`config.mk`:
```
export PLATFORM = sky130hd
export DESIGN_NAME = mrl_device_flat
export DESIGN_NICKNAME = d
export VERILOG_FILES = /design/src/mrl_pkg.sv /design/src/mrl_link_if.sv /design/src/mrl_device.sv /design/src/flat_wrapper.sv
export SDC_FILE = /design/constraint.sdc
export NUM_CORES = 1
export LEC_CHECK = 0
export ABC_CLOCK_PERIOD_IN_PS = 8700
export BUFFER_PORTS_ARGS = -buffer_cell sky130_fd_sc_hd__clkbuf_2
export CAP_MARGIN = 20
export CORE_MARGIN = 2
export CORE_UTILIZATION = 40
export CTS_CLUSTER_DIAMETER = 150
export CTS_CLUSTER_SIZE = 12
export DETAILED_ROUTE_END_ITERATION = 12
export PLACE_DENSITY_LB_ADDON = 0.25
export SLEW_MARGIN = 25
export SYNTH_ARGS = -nofsm -noshare
export SYNTH_HDL_FRONTEND = slang
export SYNTH_SLANG_ARGS = --single-unit
```
`constraint.sdc`:
```
create_clock -name MCLK -period 8.7 [get_ports MCLK]
set_clock_uncertainty 0.2 [all_clocks]
set_input_delay 1.74 -clock MCLK [delete_from_list [all_inputs] [get_ports MCLK]]
set_output_delay 1.74 -clock MCLK [all_outputs]
set_load 0.05 [all_outputs]
```
`src/mrl_pkg.sv`:
```
// Shared constants of the monitor register bank and its controller
package mrl_pkg;
	localparam int          ADDR_W        = 6;
	localparam int          DATA_W        = 16;
	localparam int          MEAS_W        = 12;
	localparam int          RSV_W         = 4;
	localparam logic [5:0]  ADR_CONFIG    = 6'h00;
	localparam logic [5:0]  ADR_SHUNT     = 6'h01;
	localparam logic [5:0]  ADR_BUS       = 6'h02;
	localparam logic [5:0]  ADR_POWER     = 6'h03;
	localparam logic [5:0]  ADR_CURRENT   = 6'h04;
	localparam logic [5:0]  ADR_SCALE     = 6'h05;
	localparam logic [5:0]  ADR_SELECT    = 6'h06;
	localparam logic [5:0]  ADR_LIMIT     = 6'h07;
	localparam logic [5:0]  ADR_MAKER     = 6'h3E;
	localparam logic [5:0]  ADR_DIE       = 6'h3F;
	localparam logic [15:0] CONFIG_RST    = 16'h0000;
	localparam logic [15:0] SCALE_RST     = 16'h0000;
	localparam logic [15:0] LIMIT_RST     = 16'h0000;
	localparam logic [4:0]  SELECT_RST    = 5'h00;
	localparam int          RANGE_BIT     = 4;
	localparam int          SEL_LO        = 11;
	localparam int          SEL_HI        = 15;
	localparam int          CUR_SHIFT     = 11;
	localparam int          PWR_SHIFT     = 12;
	localparam int          DIE_LO        = 3;
	// Host side register byte addresses
	localparam logic [4:0]  HA_CMD        = 5'h00;
	localparam logic [4:0]  HA_RESULT     = 5'h04;
	localparam logic [4:0]  HA_IRQ_STAT   = 5'h08;
	localparam logic [4:0]  HA_IRQ_CLR    = 5'h0C;
	localparam logic [4:0]  HA_IRQ_EN     = 5'h10;
	localparam int          CMD_ADDR_LO   = 16;
	localparam int          CMD_WR_BIT    = 24;
	localparam int          RES_BUSY_BIT  = 16;
	localparam int          RES_ALERT_BIT = 17;
	localparam int          IRQ_W         = 2;
	localparam int          IRQ_DONE      = 0;
	localparam int          IRQ_ALERT     = 1;
	localparam logic [1:0]  HTRANS_NSEQ   = 2'h2;
endpackage

```
`src/mrl_link_if.sv`:
```
// Register link between the controller and the monitor register bank
`timescale 1ns/10ps
interface mrl_link_if;
	logic                          req;
	logic                          wr;
	logic [mrl_pkg::ADDR_W-1:0]    addr;
	logic [mrl_pkg::DATA_W-1:0]    wdata;
	logic                          ack;
	logic [mrl_pkg::DATA_W-1:0]    rdata;
	logic                          alert;
	modport dev
	(
		input  req,
		input  wr,
		input  addr,
		input  wdata,
		output ack,
		output rdata,
		output alert
	);
	modport host
	(
		output req,
		output wr,
		output addr,
		output wdata,
		input  ack,
		input  rdata,
		input  alert
	);
endinterface

```
`src/mrl_device.sv`:
```
// Monitor result, limit and identity register bank
//
// The implementer's own choice: the AHB-Lite register port.
`timescale 1ns/10ps
module mrl_device #(
	parameter logic [15:0] MAKER_CODE = 16'h4D52, // Arbitrary value
	parameter logic [12:0] DIE_CODE   = 13'h0123  // Arbitrary value
) (
	input  wire logic                       MCLK,
	input  wire logic                       SYS_RST,
	mrl_link_if.dev                         LNK,
	input  wire logic [mrl_pkg::MEAS_W-1:0] SHUNT_CODE,
	input  wire logic [mrl_pkg::MEAS_W-1:0] BUS_CODE,
	input  wire logic                       CONV_DONE,
	output logic                            SHUNT_RANGE,
	output logic                            ALERT
);
	logic        [15:0] config_reg;
	logic        [15:0] scale_reg;
	logic        [15:0] limit_reg;
	logic        [4:0]  select_reg;
	logic signed [11:0] shunt_reg;
	logic        [11:0] bus_reg;
	logic        [15:0] current_reg;
	logic        [15:0] power_reg;
	logic        [1:0]  stage_reg;
	logic               ack_reg;
	logic        [15:0] rdata_reg;
	logic               alert_reg;
	logic               range_reg;

	wire               take;
	wire               wr_hit;
	wire        [15:0] wd;
	wire        [4:0]  sel_in;
	wire        [4:0]  sel_next;
	wire signed [28:0] cur_prod;
	wire        [15:0] current_next;
	wire        [15:0] cur_mag;
	wire        [27:0] pwr_prod;
	wire        [15:0] power_next;
	wire signed [15:0] shunt_full;
	wire        [15:0] bus_full;
	wire signed [15:0] limit_s;
	wire               shunt_over;
	wire               shunt_under;
	wire               bus_over;
	wire               bus_under;
	wire               power_over;
	wire               alert_next;
	wire        [15:0] die_word;
	wire        [15:0] rd_mux;

	// A request is taken once; the ack cycle masks the still-high request
	assign take   = LNK.req & ~ack_reg;
	assign wr_hit = take & LNK.wr;
	assign wd     = LNK.wdata;

	// Only one limit function at a time: highest selected bit wins
	assign sel_in   = wd[mrl_pkg::SEL_HI:mrl_pkg::SEL_LO];
	assign sel_next = sel_in[4] ? 5'h10 :
	                  sel_in[3] ? 5'h08 :
	                  sel_in[2] ? 5'h04 :
	                  sel_in[1] ? 5'h02 :
	                  sel_in[0] ? 5'h01 : 5'h00;

	// Reserved low nibble reads zero
	assign shunt_full = {shunt_reg, 4'h0};
	assign bus_full   = {bus_reg, 4'h0};
	assign limit_s    = limit_reg;

	assign cur_prod     = shunt_reg * $signed({1'b0, scale_reg});
	// Product overflow is not flagged; software keeps the scale in range
	assign current_next = (scale_reg == 16'h0000) ? 16'h0000 :
	                      cur_prod[mrl_pkg::CUR_SHIFT+15:
	                               mrl_pkg::CUR_SHIFT];

	assign cur_mag    = current_reg[15] ? 16'(-current_reg) : current_reg;
	assign pwr_prod   = cur_mag * bus_reg;
	assign power_next = pwr_prod[mrl_pkg::PWR_SHIFT+15:
	                             mrl_pkg::PWR_SHIFT];

	assign shunt_over  = shunt_full > limit_s;
	assign shunt_under = shunt_full < limit_s;
	assign bus_over    = bus_full > limit_reg;
	assign bus_under   = bus_full < limit_reg;
	assign power_over  = power_next > limit_reg;
	assign alert_next  = (select_reg[4] & shunt_over)  |
	                     (select_reg[3] & shunt_under) |
	                     (select_reg[2] & bus_over)    |
	                     (select_reg[1] & bus_under)   |
	                     (select_reg[0] & power_over);

	assign die_word = {DIE_CODE, 3'h0};

	assign rd_mux =
		(LNK.addr == mrl_pkg::ADR_CONFIG)  ? config_reg :
		(LNK.addr == mrl_pkg::ADR_SHUNT)   ? shunt_full :
		(LNK.addr == mrl_pkg::ADR_BUS)     ? bus_full :
		(LNK.addr == mrl_pkg::ADR_POWER)   ? power_reg :
		(LNK.addr == mrl_pkg::ADR_CURRENT) ? current_reg :
		(LNK.addr == mrl_pkg::ADR_SCALE)   ? scale_reg :
		(LNK.addr == mrl_pkg::ADR_SELECT)  ? {select_reg, 11'h000} :
		(LNK.addr == mrl_pkg::ADR_LIMIT)   ? limit_reg :
		(LNK.addr == mrl_pkg::ADR_MAKER)   ? MAKER_CODE :
		(LNK.addr == mrl_pkg::ADR_DIE)     ? die_word :
		16'h0000;

	assign LNK.ack     = ack_reg;
	assign LNK.rdata   = rdata_reg;
	assign LNK.alert   = alert_reg;
	assign ALERT       = alert_reg;
	assign SHUNT_RANGE = range_reg;

	always_ff @(posedge MCLK or posedge SYS_RST)
	begin
		if (SYS_RST)
		begin
			ack_reg   <= 1'b0;
			rdata_reg <= 16'h0000;
		end
		else
		begin
			ack_reg <= take;
			if (take)
				rdata_reg <= rd_mux;
		end
	end

	always_ff @(posedge MCLK or posedge SYS_RST)
	begin
		if (SYS_RST)
		begin
			config_reg <= mrl_pkg::CONFIG_RST;
			scale_reg  <= mrl_pkg::SCALE_RST;
			limit_reg  <= mrl_pkg::LIMIT_RST;
			select_reg <= mrl_pkg::SELECT_RST;
		end
		else if (wr_hit)
		begin
			// Writes to result and identity words are dropped
			if (LNK.addr == mrl_pkg::ADR_CONFIG)
				config_reg <= wd;
			if (LNK.addr == mrl_pkg::ADR_SCALE)
				scale_reg <= wd;
			if (LNK.addr == mrl_pkg::ADR_LIMIT)
				limit_reg <= wd;
			if (LNK.addr == mrl_pkg::ADR_SELECT)
				select_reg <= sel_next;
		end
	end

	always_ff @(posedge MCLK or posedge SYS_RST)
	begin
		if (SYS_RST)
			range_reg <= 1'b0;
		else
			range_reg <= config_reg[mrl_pkg::RANGE_BIT];
	end

	// Results settle in a short pipe so the multipliers stay apart
	always_ff @(posedge MCLK or posedge SYS_RST)
	begin
		if (SYS_RST)
		begin
			stage_reg   <= 2'h0;
			shunt_reg   <= 12'h000;
			bus_reg     <= 12'h000;
			current_reg <= 16'h0000;
			power_reg   <= 16'h0000;
			alert_reg   <= 1'b0;
		end
		else
		begin
			stage_reg <= {stage_reg[0], CONV_DONE};
			if (CONV_DONE)
			begin
				shunt_reg <= SHUNT_CODE;
				bus_reg   <= BUS_CODE;
			end
			if (stage_reg[0])
				current_reg <= current_next;
			if (stage_reg[1])
			begin
				power_reg <= power_next;
				alert_reg <= alert_next;
			end
		end
	end
endmodule

```
`src/flat_wrapper.sv`:
```
// flat-port wrapper written by rule: the top's interface ports become plain ports
module mrl_device_flat 
#(
	parameter logic [15:0] MAKER_CODE = 16'h4D52,                   
	parameter logic [12:0] DIE_CODE   = 13'h0123                    
)
  (MCLK, SYS_RST, SHUNT_CODE, BUS_CODE, CONV_DONE, SHUNT_RANGE, ALERT, LNK_req, LNK_wr, LNK_addr, LNK_wdata, LNK_ack, LNK_rdata, LNK_alert);
  mrl_link_if LNK_i ();
  input  wire logic MCLK;
  input  wire logic SYS_RST;
  input  wire logic [mrl_pkg::MEAS_W-1:0] SHUNT_CODE;
  input  wire logic [mrl_pkg::MEAS_W-1:0] BUS_CODE;
  input  wire logic CONV_DONE;
  output logic SHUNT_RANGE;
  output logic ALERT;
  input wire logic [$bits(LNK_i.req)-1:0] LNK_req;
  input wire logic [$bits(LNK_i.wr)-1:0] LNK_wr;
  input wire logic [$bits(LNK_i.addr)-1:0] LNK_addr;
  input wire logic [$bits(LNK_i.wdata)-1:0] LNK_wdata;
  output wire logic [$bits(LNK_i.ack)-1:0] LNK_ack;
  output wire logic [$bits(LNK_i.rdata)-1:0] LNK_rdata;
  output wire logic [$bits(LNK_i.alert)-1:0] LNK_alert;
  assign LNK_i.req = LNK_req;
  assign LNK_i.wr = LNK_wr;
  assign LNK_i.addr = LNK_addr;
  assign LNK_i.wdata = LNK_wdata;
  assign LNK_ack = LNK_i.ack;
  assign LNK_rdata = LNK_i.rdata;
  assign LNK_alert = LNK_i.alert;
  mrl_device #(.MAKER_CODE(MAKER_CODE), .DIE_CODE(DIE_CODE)) u_core (.MCLK(MCLK), .SYS_RST(SYS_RST), .LNK(LNK_i), .SHUNT_CODE(SHUNT_CODE), .BUS_CODE(BUS_CODE), .CONV_DONE(CONV_DONE), .SHUNT_RANGE(SHUNT_RANGE), .ALERT(ALERT));
endmodule
```
**Word-level counts from Yosys, hierarchy flattened**

Cells that the tools add are included.

- Word-level logic and storage cells: 65
- Output and inout port bits: 20
- Bits in registers: 130

- Order comparisons: 5
- $mul: 2
- Equality and inequality tests: 9
- Reductions and logical operators: 6
- Multiplexer cells: 17
- $add $sub $neg: 1
- Bitwise gates (word level): 12

Operators with widths:

| cell | count |
|---|---|
| $mux 16 | 11 |
| $gt 16x16->1 | 3 |
| $lt 16x16->1 | 2 |
| $mul 16x12->28 | 1 |
| $mul 12x17->27 | 1 |
| $eq 6x3->1 const B | 4 |
| $mux 5 | 4 |
| $logic_not 16->1 | 1 |
| $neg 16->16 | 1 |
| $eq 6x2->1 const B | 2 |
| $eq 6x6->1 const B | 2 |
| $mux 12 | 1 |
| $reduce_and 2->1 | 4 |
| $and 1x1->1 | 7 |
| $eq 6x1->1 const B | 1 |
| $logic_not 6->1 | 1 |
| $or 1x1->1 | 4 |
| $mux 1 | 1 |
| $not 1->1 | 1 |

**Logic depth before layout (Yosys ltp)**

- Depth in word-level cells: 11
- Depth in mapped cells: 34
- Mapped depth without buffers: 32

**Worst setup path before layout**

No wires, ideal clock.

- Kind: reg-to-reg
- Start point: reg u_core.current_reg[6]
- End point: reg u_core.alert_reg (netlist: u_core.ALERT)
- Period minus slack after synthesis: 7.654 ns
- Data arrival time: 7.300 ns
- Slack: 1.046 ns
- Cell stages (with the launch flop): 30
- Cell sequence: dfrtp_1 or4_4 or3_1 nand2_1 xnor2_1 clkbuf_1 nand2_1 fa_1 inv_1 fa_1 fa_1 fa_1 inv_1 fa_1 inv_1 ha_1 o21ai_0 a21boi_0 and3_1 o21ai_4 a31o_2 o21ai_0 xnor2_1 ha_1 a21o_1 a21o_1 a21oi_1 o22ai_1 o311ai_0 a41oi_1

- Longest elaborated chain between the ends: 6

Ends and longest elaborated chain:

| what | line | RTL |
|---|---|---|
| start: declaration | mrl_device.sv:24 | `logic [15:0] current_reg;` |
| start signal: assignment | mrl_device.sv:182 | `current_reg <= current_next;` |
| $neg 16->16 | mrl_device.sv:78 | `assign cur_mag = current_reg[15] ? 16'(-current_reg) : current_reg;` |
| $mux 16 (*) | mrl_device.sv:78 |  |
| $mul 16x12->28 (*) | mrl_device.sv:79 | `assign pwr_prod = cur_mag * bus_reg;` |
| via u_core.pwr_prod[21] | mrl_device.sv:40 | `wire [27:0] pwr_prod;` |
| $gt 16x16->1 (*) | mrl_device.sv:87 | `assign power_over = power_next > limit_reg;` |
| $and 1x1->1 (*) | mrl_device.sv:92 | `(select_reg[0] & power_over);` |
| $or 1x1->1 (*) | mrl_device.sv:91 | `(select_reg[1] & bus_under) \|` |
| end signal: assignment | mrl_device.sv:186 | `alert_reg <= alert_next;` |
| end: declaration | mrl_device.sv:29 | `logic alert_reg;` |

Mark *: on every way through the listed nets, which the timed path passes. The rest lies on a longest branch.
A chain may end at the register's enable or synchronous reset.

**Worst setup path after layout**

Ends and elaborated chain as after synthesis.

==> results.ini <==
[status]
status=finished clean

[global_route]
grt_max_degree=67
track_usage_pct=23.8
antenna_found_initial=0
grt-ovfl-total=0
grt_pass1_wl_um=90400
first_global_vias=16205

[timing]
rsz0062_at_grt=false
fmax_mhz=122
final-max-slew-violation-count=0
slew_headroom_pct=28.0
tightest_slew_ns=1.08
min_period_ns=8.17
fin_tns_setup_ns=0
fin_crit_sh_pct=93.9
setup_violations=0
finalHoldViolCount=0

[clock_tree]
clkTransAtPathRegs_ns=0.07
cts-root-buf=clkbuf_16
cts_buffer_depth=2
cts_tree=done
cts_htree_levels=4
cts_inserted_buffers=17
hold_buffers=0
clock_sinks=130
clkLatencyLatePin_ns=0.46

[layout]
layout_commonest_cell=inv_1
instances_no_fill=2715
final_area_um2=20500
syn_to_final_growth_pct=8.03
final_nets=2598
register_area_um2=3250
drive_gt1_share_pct=10.6
filler_cell_count=4576
final_util_pct=43.9
multi_input_area_um2=14000
final_cell_mix=inv_1, nand2_1, fa_1, ha_1, dfrtp_1

[detailed_routing]
drtIter0Drc=967
wl_per_cell_um=20.7
ant_nets=0
wl_um=56100
route.detailed.drc=0
via_per_inst=5.50
first_pass_iters=5
vias=14927

[setup_path]
worst_path_most_repeated_cell=fa_1
reg2regPathDepth=28
cp-start-kind=register
rrSetupSlack_ns=0.53
required_ns=8.80
cp.arrival_ns=8.27
worstSetupPathType=register to register
r2r-start=u_core.current_reg[6]
end_kind=register
r2r-end=u_core.ALERT
crit_fanout=12
crit_path_top_delay_cell=or4_4
slowest_delay_ns=0.58

[yosys]
syn-cell-area_um2=19000
synth_cells=2087
synthFlopType=dfrtp_1
yosys_warnings=0
avgSynthCellArea_um2=9.10
synth_fp_nets=2591
synth_seq_cells=130
ys_types=78
synth_edf_count=0
synth_async_sr_flop_share_pct=100
ys_seq_area_share_pct=17.1

[worst_hold_path]
hold-path-endpoint=u_core.SHUNT_RANGE
min-delay-start=u_core.config_reg[4]
hp-class=register to register
hold_depth=0

[placement]
post_dp_cell_area_um2=19900
place.gp.congestion=0.921
dp.final_hpwl_um=42200
io_buffers=70
placed_cells=2682

[die]
coreArea_um2=46800
initial_core_util_pct=40.6
dieArea_um2=49200
ios=71
die_x_um=222
die_y_um=222
fp-row-count=79

[flow_run]
maxCapViolations=0

-- repair_timing --
action,4_1_cts,5_1_grt
gates resized for setup,0,3
setup endpoints to repair,0,1
setup buffers,0,0
-- cells by family after synthesis --
kind of cell             share of synthesized area [%]
AO/OA/AOI/OAI                                     9.61
XOR/XNOR                                          1.89
adder cells (fa/ha/maj)                           40.8
buffers and inverters                             9.51
flip-flops                                        17.1
multiplexers                                      5.26
AND/OR/NAND/NOR                                   15.7
-- final cells by class --
| class | instances | area share, % |
|---|---|---|
| Inverter | 368 | 6.76 |
| Clock buffer | 25 | 2.46 |
| Clock inverter | 7 | 0.360 |
| Antenna cell | 1 | 0.0122 |
| Multi-Input combinational cell | 1481 | 68.2 |
| Timing Repair Buffer | 96 | 2.66 |
| Sequential cell | 130 | 15.9 |
| Tap cell | 607 | 3.70 |
-- stage by stage --
| step | setup WS, ns | hold WS [ns] |
|---|---|---|
| 3_3_place_gp | 0.645 | 0.211 |
| 3_5_place_dp | 0.432 | 0.193 |
| 4_1_cts | 0.394 | 0.217 |
| 5_1_grt | 0.00666 | 0.243 |
| 2_1_floorplan | 1.05 | 0.171 |
| 6_report | 0.526 | 0.216 |
-- how the worst max path moves through the flow --
stage / startpoint / endpoint / slack (ns) / depth (start not counted)
global route: u_core.current_reg[1] / u_core.ALERT / 0.007 / 30
CTS: u_core.current_reg[6] / u_core.ALERT / 0.39 / 28
finish: u_core.current_reg[6] / u_core.ALERT / 0.53 / 28
floorplan: u_core.current_reg[6] / u_core.ALERT / 1.05 / 29
global placement: u_core.current_reg[6] / u_core.ALERT / 0.65 / 28
detailed placement: u_core.current_reg[6] / u_core.ALERT / 0.43 / 28
-- Yosys cell counts, drive strengths merged, types with 15 or more instances --
| library cell | instances | area (um^2) |
|---|---|---|
| dfrtp | 130 | 3250 |
| fa | 278 | 5570 |
| a21o | 15 | 113 |
| xnor2 | 33 | 289 |
| clkbuf | 92 | 345 |
| nor3 | 17 | 90.1 |
| ha | 175 | 2190 |
| mux2 | 68 | 769 |
| nand3 | 15 | 75.1 |
| o21ai | 78 | 402 |
| buf | 16 | 80.1 |
| inv | 368 | 1380 |
| nor2 | 58 | 220 |
| nand2 | 326 | 1220 |
| and2 | 120 | 751 |
| nand2b | 19 | 119 |
| a21oi | 54 | 270 |
-- worst max-delay path, delay by kind of cell (launching register included) --
family / cells / cell delay [ns]
AO/OA/AOI/OAI: 11 / 2.06
adder cells (fa/ha/maj): 7 / 2.95
AND/OR/NAND/NOR: 6 / 1.87
buffers and inverters: 3 / 0.16
XOR/XNOR: 1 / 0.30
flip-flops: 1 / 0.48
-- metal layers --
layer | part of all wire [%] | global-route usage (%) | wire [um]
met5 | 0 | 0 | 0
met4 | 3.3 | 8.28 | 1860
met3 | 5.8 | 3.41 | 3240
met2 | 48 | 40.4 | 26900
met1 | 43 | 31.0 | 24100
Power is not shown: default switching activity piles up to over one toggle a cycle in this logic, so the estimate is an artifact.
